$ cat src/shared/lsr_pkg.sv
package lsr_pkg;

	// ==========================================================
	// Configuration word layout
	// ==========================================================
	localparam int CFG_W = 16;
	localparam logic [15:0] CFG_RESET = 16'h0000;
	localparam logic [2:0] FIELD_DISABLE = 3'h7;
	localparam logic [2:0] WSEL_TRIANGLE = 3'h0;
	localparam logic [2:0] WSEL_SAWTOOTH = 3'h1;
	localparam logic [2:0] WSEL_INV_SAW = 3'h2;
	localparam logic [2:0] WSEL_SINE = 3'h4;
	localparam logic [3:0] LIN_NO_SLEW = 4'h0;
	localparam int LOG_SHIFT = 5; // 1/32 = 0.03125 = 3.125 percent
	localparam int CNT_W = 20;

	// Bits 15-13 unused, 12-11 phase, 10-8 waveform, 7 log enable,
	// 6-4 rise (log) or code step (linear), 3-1 fall (log),
	// 3-0 slew rate (linear), bit 0 unused in log mode.
	typedef struct packed {
		logic [2:0] unused;
		logic [1:0] phase_sel;
		logic [2:0] waveform_select_ch2;
		logic log_slew_en;
		logic [2:0] rise_sel;
		logic [2:0] fall_sel;
		logic lsb;
	} lsr_cfg_t;

	typedef enum logic [2:0] {
		LSR_TRIANGLE,
		LSR_SAWTOOTH,
		LSR_INV_SAWTOOTH,
		LSR_SINE,
		LSR_OFF,
		LSR_INVALID
	} lsr_wave_t;

	// ==========================================================
	// Step times in nanoseconds
	// ==========================================================
	localparam int T_4US_NS = 4000;
	localparam int T_8US_NS = 8000;
	localparam int T_12US_NS = 12000;
	localparam int T_18US_NS = 18000;
	localparam int T_27US_NS = 27040;
	localparam int T_40US_NS = 40480;
	localparam int T_60US_NS = 60720;
	localparam int T_91US_NS = 91120;
	localparam int T_136US_NS = 136720;
	localparam int T_239US_NS = 239200;
	localparam int T_418US_NS = 418640;
	localparam int T_732US_NS = 732560;
	localparam int T_1282US_NS = 1282000;
	localparam int T_5127US_NS = 5127920;

	// Logarithmic rise and fall share one table; fall stops at 101 (fall 110 and 111 still decode to 1282 us)
	function automatic int lsr_log_ns(input logic [2:0] sel);
		case (sel)
			3'h0: lsr_log_ns = T_4US_NS;
			3'h1: lsr_log_ns = T_12US_NS;
			3'h2: lsr_log_ns = T_27US_NS;
			3'h3: lsr_log_ns = T_60US_NS;
			3'h4: lsr_log_ns = T_136US_NS;
			3'h5: lsr_log_ns = T_418US_NS;
			default: lsr_log_ns = T_1282US_NS;
		endcase
	endfunction : lsr_log_ns

	// Linear slew table; 1110 taken as the slowest rate
	function automatic int lsr_lin_ns(input logic [3:0] sel);
		case (sel)
			4'h1: lsr_lin_ns = T_4US_NS;
			4'h2: lsr_lin_ns = T_8US_NS;
			4'h3: lsr_lin_ns = T_12US_NS;
			4'h4: lsr_lin_ns = T_18US_NS;
			4'h5: lsr_lin_ns = T_27US_NS;
			4'h6: lsr_lin_ns = T_40US_NS;
			4'h7: lsr_lin_ns = T_60US_NS;
			4'h8: lsr_lin_ns = T_91US_NS;
			4'h9: lsr_lin_ns = T_136US_NS;
			4'ha: lsr_lin_ns = T_239US_NS;
			4'hb: lsr_lin_ns = T_418US_NS;
			4'hc: lsr_lin_ns = T_732US_NS;
			4'hd: lsr_lin_ns = T_1282US_NS;
			default: lsr_lin_ns = T_5127US_NS;
		endcase
	endfunction : lsr_lin_ns

	// Linear code step in LSB
	function automatic logic [5:0] lsr_lin_step(input logic [2:0] sel);
		case (sel)
			3'h0: lsr_lin_step = 6'h01;
			3'h1: lsr_lin_step = 6'h02;
			3'h2: lsr_lin_step = 6'h03;
			3'h3: lsr_lin_step = 6'h04;
			3'h4: lsr_lin_step = 6'h06;
			3'h5: lsr_lin_step = 6'h08;
			3'h6: lsr_lin_step = 6'h10;
			default: lsr_lin_step = 6'h20;
		endcase
	endfunction : lsr_lin_step

endpackage : lsr_pkg

$ cat src/logic/lsr_ramp_ch2.sv
// Operation
// - Log mode ramps code between low and high margin, 3.125 percent steps.
// - Upward log step: next equals current times one plus 1/32.
// - Downward log step: next equals current times one minus 1/32.
// - Zero low margin: log ramp starts from code 1.
// - Rise interval times upward steps, fall interval times downward steps.
// - Rise select decodes 4 to 1282 microseconds per step.
// - Fall select decodes 4 to 1282 microseconds per step.
// - Waveform select: triangle, sawtooth, inverse sawtooth, sine, or disabled.
// - Log enable clear: linear slew stepping used instead.
`timescale 1ns/1ns
module lsr_ramp_ch2 #(
	parameter int CODE_W = 10,
	parameter int CLK_PERIOD_NS = 20
) (
	// Clock and reset
	input wire logic clk,
	input wire logic reset,
	// Configuration word access
	input wire logic cfg_wr,
	input wire lsr_pkg::lsr_cfg_t cfg_wdata,
	output lsr_pkg::lsr_cfg_t cfg_q,
	// Margin codes and margin pin
	input wire logic [CODE_W-1:0] margin_low,
	input wire logic [CODE_W-1:0] margin_high,
	input wire logic margin_high_pin,
	// Channel-2 output and status
	output logic [CODE_W-1:0] dac_code_q,
	output logic busy_q,
	output lsr_pkg::lsr_wave_t wave_q,
	output logic fgen_on_q
);
	import lsr_pkg::*;

	// ==========================================================
	// Declarations
	// ==========================================================
	logic sync1_q;
	logic sync2_q;
	logic [CODE_W-1:0] target;
	logic up;
	logic at_target;
	int step_ns;
	logic [CNT_W-1:0] period;
	logic [CNT_W-1:0] cnt_q;
	logic [3:0] lin_rate;
	logic lin_jump;
	logic step_now;
	logic [CODE_W:0] delta;
	logic [CODE_W:0] next_up;
	logic [CODE_W:0] next_dn;
	logic [CODE_W-1:0] code_d;

	// ==========================================================
	// Configuration word
	// ==========================================================
	// Whole word stored; spare bits read back as written
	always_ff @(posedge clk) begin
		if (reset) begin
			cfg_q <= lsr_cfg_t'(CFG_RESET);
		end else if (cfg_wr) begin
			cfg_q <= cfg_wdata;
		end
	end

	// Pin crosses in from outside, so two flops first
	always_ff @(posedge clk) begin
		if (reset) begin
			sync1_q <= 1'b0;
			sync2_q <= 1'b0;
		end else begin
			sync1_q <= margin_high_pin;
			sync2_q <= sync1_q;
		end
	end

	// ==========================================================
	// Linear rate field
	// ==========================================================
	// Rate shares bits with fall select and the spare bit
	assign lin_rate = {cfg_q.fall_sel, cfg_q.lsb};

	// linear jump rate
	// Rate 0000 skips slewing; the code goes straight to the target
	assign lin_jump = !cfg_q.log_slew_en && lin_rate == LIN_NO_SLEW;

	// ==========================================================
	// Direction and step timing
	// ==========================================================
	// endpoints from margin codes
	assign target = sync2_q ? margin_high : margin_low;
	assign up = target > dac_code_q;
	assign at_target = target == dac_code_q;

	// Select step time by mode and direction
	always_comb begin
		if (cfg_q.log_slew_en) begin
			step_ns = up ? lsr_log_ns(cfg_q.rise_sel)
				: lsr_log_ns(cfg_q.fall_sel);
		end else begin
			step_ns = lsr_lin_ns(lin_rate);
		end
	end

	// Round up to whole cycles; never below one
	// Count width fits the slowest rate at clock periods of 5 ns and above
	assign period = CNT_W'((step_ns + CLK_PERIOD_NS - 1) / CLK_PERIOD_NS);

	// Step when the interval runs out, or at once for a jump
	assign step_now = !at_target
		&& (lin_jump || cnt_q >= period - CNT_W'(1));

	// Interval counter restarts at each step and while idle
	// A target change mid-ramp keeps the count; redirect steps when that count runs out
	always_ff @(posedge clk) begin
		if (reset) begin
			cnt_q <= '0;
		end else if (at_target || step_now) begin
			cnt_q <= '0;
		end else begin
			cnt_q <= cnt_q + CNT_W'(1);
		end
	end

	// ==========================================================
	// Next code
	// ==========================================================
	always_comb begin
		if (cfg_q.log_slew_en) begin
			// geometric fraction, at least one LSB
			delta = (CODE_W+1)'(dac_code_q >> LOG_SHIFT);
			// Small codes give no fraction; one LSB keeps it moving
			if (delta == '0) begin
				delta = (CODE_W+1)'(1);
			end
		end else begin
			delta = (CODE_W+1)'(lsr_lin_step(cfg_q.rise_sel));
		end
	end

	assign next_up = {1'b0, dac_code_q} + delta;
	assign next_dn = {1'b0, dac_code_q} - delta;

	always_comb begin
		code_d = dac_code_q;
		if (lin_jump) begin
			code_d = target;
		end else if (up) begin
			if (cfg_q.log_slew_en && dac_code_q == '0) begin
				code_d = CODE_W'(1);
			end else if (next_up >= {1'b0, target}) begin
				code_d = target;
			end else begin
				code_d = next_up[CODE_W-1:0];
			end
		end else begin
			if (next_dn[CODE_W] || next_dn <= {1'b0, target}) begin
				code_d = target;
			end else begin
				code_d = next_dn[CODE_W-1:0];
			end
		end
	end

	// output code moves one step per interval
	// Code holds between steps and at the target
	always_ff @(posedge clk) begin
		if (reset) begin
			dac_code_q <= '0;
		end else if (step_now) begin
			dac_code_q <= code_d;
		end
	end

	// ==========================================================
	// Status
	// ==========================================================
	// Busy while code differs from target
	// Looks at the next code so busy drops with the landing step
	always_ff @(posedge clk) begin
		if (reset) begin
			busy_q <= 1'b0;
		end else begin
			busy_q <= step_now ? (code_d != target) : !at_target;
		end
	end

	// ==========================================================
	// Waveform selection decode
	// ==========================================================
	// disable code stops generation
	always_ff @(posedge clk) begin
		if (reset) begin
			fgen_on_q <= 1'b1;
		end else begin
			fgen_on_q <= cfg_q.waveform_select_ch2 != FIELD_DISABLE;
		end
	end

	always_ff @(posedge clk) begin
		if (reset) begin
			wave_q <= LSR_TRIANGLE;
		end else begin
			case (cfg_q.waveform_select_ch2)
				WSEL_TRIANGLE: wave_q <= LSR_TRIANGLE;
				WSEL_SAWTOOTH: wave_q <= LSR_SAWTOOTH;
				WSEL_INV_SAW: wave_q <= LSR_INV_SAWTOOTH;
				WSEL_SINE: wave_q <= LSR_SINE;
				FIELD_DISABLE: wave_q <= LSR_OFF;
				default: wave_q <= LSR_INVALID;
			endcase
		end
	end

endmodule : lsr_ramp_ch2

$ cat config.mk
export PLATFORM = sky130hd
export DESIGN_NAME = lsr_ramp_ch2
export DESIGN_NICKNAME = d
export VERILOG_FILES = /design/src/shared/lsr_pkg.sv /design/src/logic/lsr_ramp_ch2.sv
export SDC_FILE = /design/constraint.sdc
export NUM_CORES = 1
export LEC_CHECK = 0
export BUFFER_PORTS_ARGS = -buffer_cell sky130_fd_sc_hd__buf_4
export CAP_MARGIN = 10
export CORE_UTILIZATION = 45
export DETAILED_ROUTE_END_ITERATION = 10
export RECOVER_POWER = 50
export SYNTH_ARGS = -nofsm -noshare
export SYNTH_HDL_FRONTEND = slang
export SYNTH_SLANG_ARGS = --single-unit
$ cat constraint.sdc
create_clock -name clk -period 20.6 [get_ports clk]
set_clock_uncertainty 0.05 [all_clocks]
set_input_delay 1.03 -clock clk [delete_from_list [all_inputs] [get_ports clk]]
set_output_delay 1.03 -clock clk [all_outputs]
set_load 0.03 [all_outputs]
# Yosys cells after proc, flatten, opt, wreduce, memory -nomap -nowiden
# Memory sizes are Yosys's and may differ from the RTL's. A register that Yosys moved wholly into a read port is not among the register bits.
# Cells that the tools add are included.
dict set report word_totals {
  latch_bits 0
  elab_cells 76
  mem_bits_rw 0
  mem_count 1
  in_bits 40
  regBits 53
  romBits 288
}
# name words width read_ports rd_clocked_by_memory_dff wr line_no
set mem_list {}
lappend mem_list {{(name not given)} 16 18 1 1 0 lsr_pkg.sv:72} ;# case (sel)
dict set report classes {
  shift 0
  bitwise 0
  reduce_logical 15
  mux 17
  n_eq_ne 18
  add_sub_neg 6
  order_cmp 4
  div_mod_pow 1
  multipliers 0
}
# cell count
set ops {}
lappend ops {{$pmux W21 S6} 2}
lappend ops {{$mux W32} 2}
lappend ops {{$mux W10} 6}
lappend ops {{$pmux W6 S7} 1}
lappend ops {{$add A32 B6 Y32 const B} 1}
lappend ops {{$div A32 B6 Y32 const B} 1}
lappend ops {{$sub A32 B2 Y32 const B} 1}
lappend ops {{$eq A3 B3 Y1 const B} 7}
lappend ops {{$add A20 B1 Y20 const B} 1}
lappend ops {{$ge A20 B20 Y1} 1}
lappend ops {{$sub A20 B1 Y20 const B} 1}
lappend ops {{$eq A3 B2 Y1 const B} 5}
lappend ops {{$pmux W3 S5} 1}
lappend ops {{$add A10 B11 Y11} 1}
lappend ops {{$ge A11 B10 Y1} 1}
lappend ops {{$le A11 B10 Y1} 1}
lappend ops {{$logic_not A11 Y1} 1}
lappend ops {{$mux W11} 1}
lappend ops {{$sub A10 B11 Y11} 1}
lappend ops {{$eq A10 B10 Y1} 1}
lappend ops {{$gt A10 B10 Y1} 1}
lappend ops {{$logic_not A10 Y1} 1}
lappend ops {{$ne A10 B10 Y1} 1}
lappend ops {{$eq A3 B1 Y1 const B} 3}
lappend ops {{10 further kinds} 18}

# Logic depth before layout (Yosys ltp)
dict set report depth {
  word_depth 13
  ltp_mapped 87
}

# Worst setup path after synthesis
# No wires, ideal clock.
dict set report synth_timing {
  path_type {input to register}
  startpoint {in margin_high[7]}
  endpoint {reg dac_code_q[3]}
  t_arrival_ns 15.578
  required_time_ns 20.422
  n_path_buf 9
  path_stages 82
  path_slack_ns 4.844
  path_cell_list {mux2i_1 -> inv_1 -> ha_1 -> nand4_2 -> a211o_1 -> and3_1 -> buf_6 -> nor2_1 -> clkbuf_1 -> mux2i_1 -> a21o_1 -> ha_1 -> o31ai_1 -> nor2_1 -> nand4_1 -> or4b_4 -> mux2_4 -> mux2i_1 -> [46 not listed] -> nor2b_1 -> o21ai_0 -> nand2b_1 -> a21oi_1 -> nor2b_1 -> o21ai_0 -> nand2b_1 -> a21oi_1 -> nor2b_1 -> o21ai_0 -> nand2b_1 -> a21oi_1 -> o21ai_0 -> clkbuf_1 -> nand2_1 -> clkbuf_1 -> mux2i_1 -> nor2_1}
}
dict set report synth_between {
  elab_chain_cells 11
  elab_cells_between_ends 21
  classes_between {add/sub: 3; div: 1; order compare: 4; eq/ne: 1; mux: 8; reduce/logical: 4}
}
# element line_no
set synth_lines {}
lappend synth_lines {{start, declared} lsr_ramp_ch2.sv:25} ;# input wire logic [CODE_W-1:0] margin_high,
lappend synth_lines {{$mux W10 (*)} lsr_ramp_ch2.sv:91} ;# assign target = sync2_q ? margin_high : margin_low;
lappend synth_lines {{$gt A10 B10 Y1} lsr_ramp_ch2.sv:92} ;# assign up = target > dac_code_q;
lappend synth_lines {{$mux W32} lsr_ramp_ch2.sv:98} ;# step_ns = up ? lsr_log_ns(cfg_q.rise_sel)
lappend synth_lines {{$mux W32} lsr_ramp_ch2.sv:97} ;# if (cfg_q.log_slew_en) begin
lappend synth_lines {{$add A32 B6 Y32} lsr_ramp_ch2.sv:107} ;# assign period = CNT_W'((step_ns + CLK_PERIOD_NS - 1) / CLK_PERIOD_NS);
lappend synth_lines {{$sub A32 B2 Y32} lsr_ramp_ch2.sv:107}
lappend synth_lines {{$div A32 B6 Y32} lsr_ramp_ch2.sv:107}
lappend synth_lines {{$sub A20 B1 Y20} lsr_ramp_ch2.sv:111} ;# && (lin_jump || cnt_q >= period - CNT_W'(1));
lappend synth_lines {{$ge A20 B20 Y1} lsr_ramp_ch2.sv:111}
lappend synth_lines {{$logic_or A1 B1 Y1} lsr_ramp_ch2.sv:111}
lappend synth_lines {{$logic_and A1 B1 Y1} lsr_ramp_ch2.sv:111}
lappend synth_lines {{end signal, assigned} lsr_ramp_ch2.sv:171} ;# dac_code_q <= code_d;
lappend synth_lines {{end, declared} lsr_ramp_ch2.sv:28} ;# output logic [CODE_W-1:0] dac_code_q,
# Mark *: on every way between the ends. The rest lies on a longest branch, timed or not.
# A chain may end at the register's enable or synchronous reset.

# Final worst setup path
dict set report layout_timing {
  startpoint {reg sync2_q}
  endpoint {reg cnt_q[3]}
}
dict set report layout_between {
  elab_chain_cells 13
  elab_cells_between_ends 15
  classes_between {add/sub: 3; div: 1; order compare: 2; eq/ne: 1; mux: 3; reduce/logical: 5}
}
# element line_no
set layout_lines {}
lappend layout_lines {{start, declared} lsr_ramp_ch2.sv:39} ;# logic sync2_q;
lappend layout_lines {{start signal, assigned} lsr_ramp_ch2.sv:73} ;# sync2_q <= sync1_q;
lappend layout_lines {{$mux W10 (*)} lsr_ramp_ch2.sv:91}
lappend layout_lines {{$gt A10 B10 Y1} lsr_ramp_ch2.sv:92}
lappend layout_lines {{$mux W32} lsr_ramp_ch2.sv:98}
lappend layout_lines {{$mux W32} lsr_ramp_ch2.sv:97}
lappend layout_lines {{$add A32 B6 Y32} lsr_ramp_ch2.sv:107}
lappend layout_lines {{$sub A32 B2 Y32} lsr_ramp_ch2.sv:107}
lappend layout_lines {{$div A32 B6 Y32} lsr_ramp_ch2.sv:107}
lappend layout_lines {{$sub A20 B1 Y20} lsr_ramp_ch2.sv:111}
lappend layout_lines {{$ge A20 B20 Y1} lsr_ramp_ch2.sv:111}
lappend layout_lines {{$logic_or A1 B1 Y1} lsr_ramp_ch2.sv:111}
lappend layout_lines {{$logic_and A1 B1 Y1} lsr_ramp_ch2.sv:111}
lappend layout_lines {{$logic_or A1 B1 Y1 (*)} lsr_ramp_ch2.sv:118} ;# end else if (at_target || step_now) begin
lappend layout_lines {{$reduce_or A2 Y1 (no line) (*)} n/a}
lappend layout_lines {{end signal, assigned} lsr_ramp_ch2.sv:121} ;# cnt_q <= cnt_q + CNT_W'(1);
lappend layout_lines {{end, declared} lsr_ramp_ch2.sv:45} ;# logic [CNT_W-1:0] cnt_q;
# Marked as above.

==> impl_results.md <==
* TritonCTS clock tree: yes
* RSZ-0062 raised after global routing: false
* DR vias/cell at about 6.3
* Post-synthesis sequential area ratio at 13.5%
* Most Used Layer, Global Route: met2
* Cell taking the most area after synthesis: dfxtp_1
* CP arrival at approximately 19 ns
* EDFF count, synth at 0
* M1 GR Usage at between 30% and 40%
* CP Launch Type: register
* Share of the synthesized area in the top cell type at a little over an eighth
* Hold Vio Cnt, Final at 0
* Syn_area_per_cell at ~7.3 um2
* Fin crit share at approximately 91%
* Largest family of logic cells by synthesized area: compound AO/OA/AOI/OAI gates
* HPWL after DPL at about 25 mm
* First DRT Iteration DRCs at ~1100
* Hold Path Class: reg2reg
* FMAX at 0.0535 GHz
* Status: finished, violations left
* Count leader, synth: nor2_1
* Synth warn at 0
* Clk root buf: clkbuf_16
* GRT met2 Usage at 44.7%
* # rows at 55
* Gpl congestion at between 0.9 and 1
* Worst-path clk slew at around 0.07 ns
* TritonCTS Sinks at 71
* Die area at ~24000 um2
* Post-synth net total at about 1600
* XOR/XNOR Fraction of Synth Area at ~6.9%
* Post-Syn Area at 10500 um2
* Port bufs at 70
* Initial core utilization at 46.2%
* Layout cell share with drive strength beyond 1 at about a tenth
* CP delay by family, top: compound AO/OA/AOI/OAI gates
* Max Slew Vio Count at 35
* CTS max path bufs at 2
* First-pass GRT wire length at between 50 and 60 mm
* Post-Synth Simple-Gate Area at 25.8%
* Post-synth top flop: dfxtp_1
* Core footprint at ~23000 um2
* Total Wirelength at ~32 mm
* Post-route DRC at 0
* H-tree depth at 3
* Fraction of registers with async set/reset at 0%
* FF+latch count, synth at ~70
* Unique cell type count in the Yosys netlist at 111
* Worst Tran Pin Value at around 1.6 ns
* CTS buffer count at 9
* PwrDens at 166 nW/um2
* Critical path endpoint category: register
* Initial antenna violation count at 1
* CP Class: reg2reg
* Vias at between 10000 and 15000
* CP bufs+invs at 5
* Routing usage on met3 at approximately 4.3%
* DR pass1 iterations at 8
* CP Max Fanout at 20
* Failing checks: capacitance limit, slew limit
* Die width at 155 um
* WL/cell at roughly 18 um
* Setup violators final at 0
* Final-layout fill cell count at 2347
* Final setup TNS at 0 ns
* Max capacitance violation total at 1
* Grt ovf at 0
* Synth top cells by count: 154 x nor2_1, 110 x nand2_1, 96 x a21oi_1, 83 x ha_1, 77 x o21ai_0
* Final ANT Viol Nets at 0
* Area grow syn2layout at 7.95%
* IO Pins at 71
* Leakage power at roughly 4.3 nW
* Chip height at about 150 um
* Worst endpoint required time at 20.83 ns
* Final net count at 1578
* Vias in the first global route at about 10000
* Synth Instances at about 1400
* Final Hold Slack at between 0.3 and 0.4 ns
* Tmin final at between 15 and 20 ns
* Highest cell delay on the worst timing path at between 0.6 and 0.7 ns
* Largest net degree at the start of global routing at 48
* Post-synthesis compound-gate area fraction at around a third
* Peak supply drop at around 120 uV
* Post-synthesis mux area share at 4.29%
* Post-CTS Setup Bufs at 0
* Adder-cell share of the synthesized area at about a tenth
* Synth area leaders: dfxtp_1 14%, ha_1 9.9%, nor2_1 5.5%, a21oi_1 4.6%, xnor2_1 4.5%
* Gr usage total at 26.9%
* Slew headroom at -6.80%
* Crit path max-delay cell type: dfxtp_1
* Clock Latency Late Sink at around 0.36 ns
==> repair_timing <==
action                     in CTS  in global routing
hold buffers                    0                  0
setup endpoints to repair       0                 30
resized for setup               0                  4
==> power by group <==
group,total [mW],internal [mW],switching (mW)
combinational,1.55,0.563,0.991
clock,0.161,0.0845,0.0768
sequential,0.166,0.148,0.0178
==> through the flow <==
step | setup WS [ns] | cell area (um2) | total power, mW | cells | utilization [%]
after floorplan | 4.84 | 10500 | 1.39 | 1440 | -
after global routing | 0.136 | 11400 | 2.06 | 1770 | 49.9
final | 1.92 | 11400 | 1.88 | 1771 | 49.9
after CTS | 1.60 | 11400 | 1.86 | 1769 | 50.2
after detailed placement | 1.39 | 11100 | 1.69 | 1753 | 48.9
after global placement | 1.44 | 11100 | 1.70 | 1753 | 48.9
==> worst paths after layout <==
path	startpoint	end	slack (ns)	cells after the start
setup / recovery	sync2_q	cnt_q[3]	1.92	75
setup reg to reg	sync2_q	cnt_q[3]	1.92	75
hold reg to reg	sync1_q	sync2_q	0.39	1
hold / removal	sync1_q	sync2_q	0.39	1
==> layer usage <==
layer	wire, um	part of all wire [%]
met1	14900	46
met2	15100	46
met3	1860	5.7
met4	664	2.0
met5	0	0
==> final cells by class <==
class                           instances  area, um2  area share [%]
Multi-Input combinational cell       1227       8490            74.8
Sequential cell                        71       1420            12.5
Timing Repair Buffer                   87        552            4.86
Tap cell                              313        392            3.45
Clock buffer                            9        225            1.98
Inverter                               56        210            1.85
Clock inverter                          7       63.8           0.562
Antenna cell                            1       2.50          0.0220
==> logic make-up after synthesis <==
group	after synthesis
AO/OA/AOI/OAI	475
XOR/XNOR	83
adder cells (fa/ha/maj)	87
buffers and inverters	142
flip-flops	71
multiplexers	42
AND/OR/NAND/NOR	540
==> cells in the final DEF (no fill, tap or decap), drive strengths merged, types with 30 or more instances in the layout <==
cell,instances
nand3,55
buf,60
o21ai,86
xnor2,54
dfxtp,71
a21oi,99
ha,83
a211oi,35
inv,58
nor2,157
mux2i,30
nor3,63
clkbuf,36
nand2,112
Note: power is estimated with default switching activity, not from simulation.
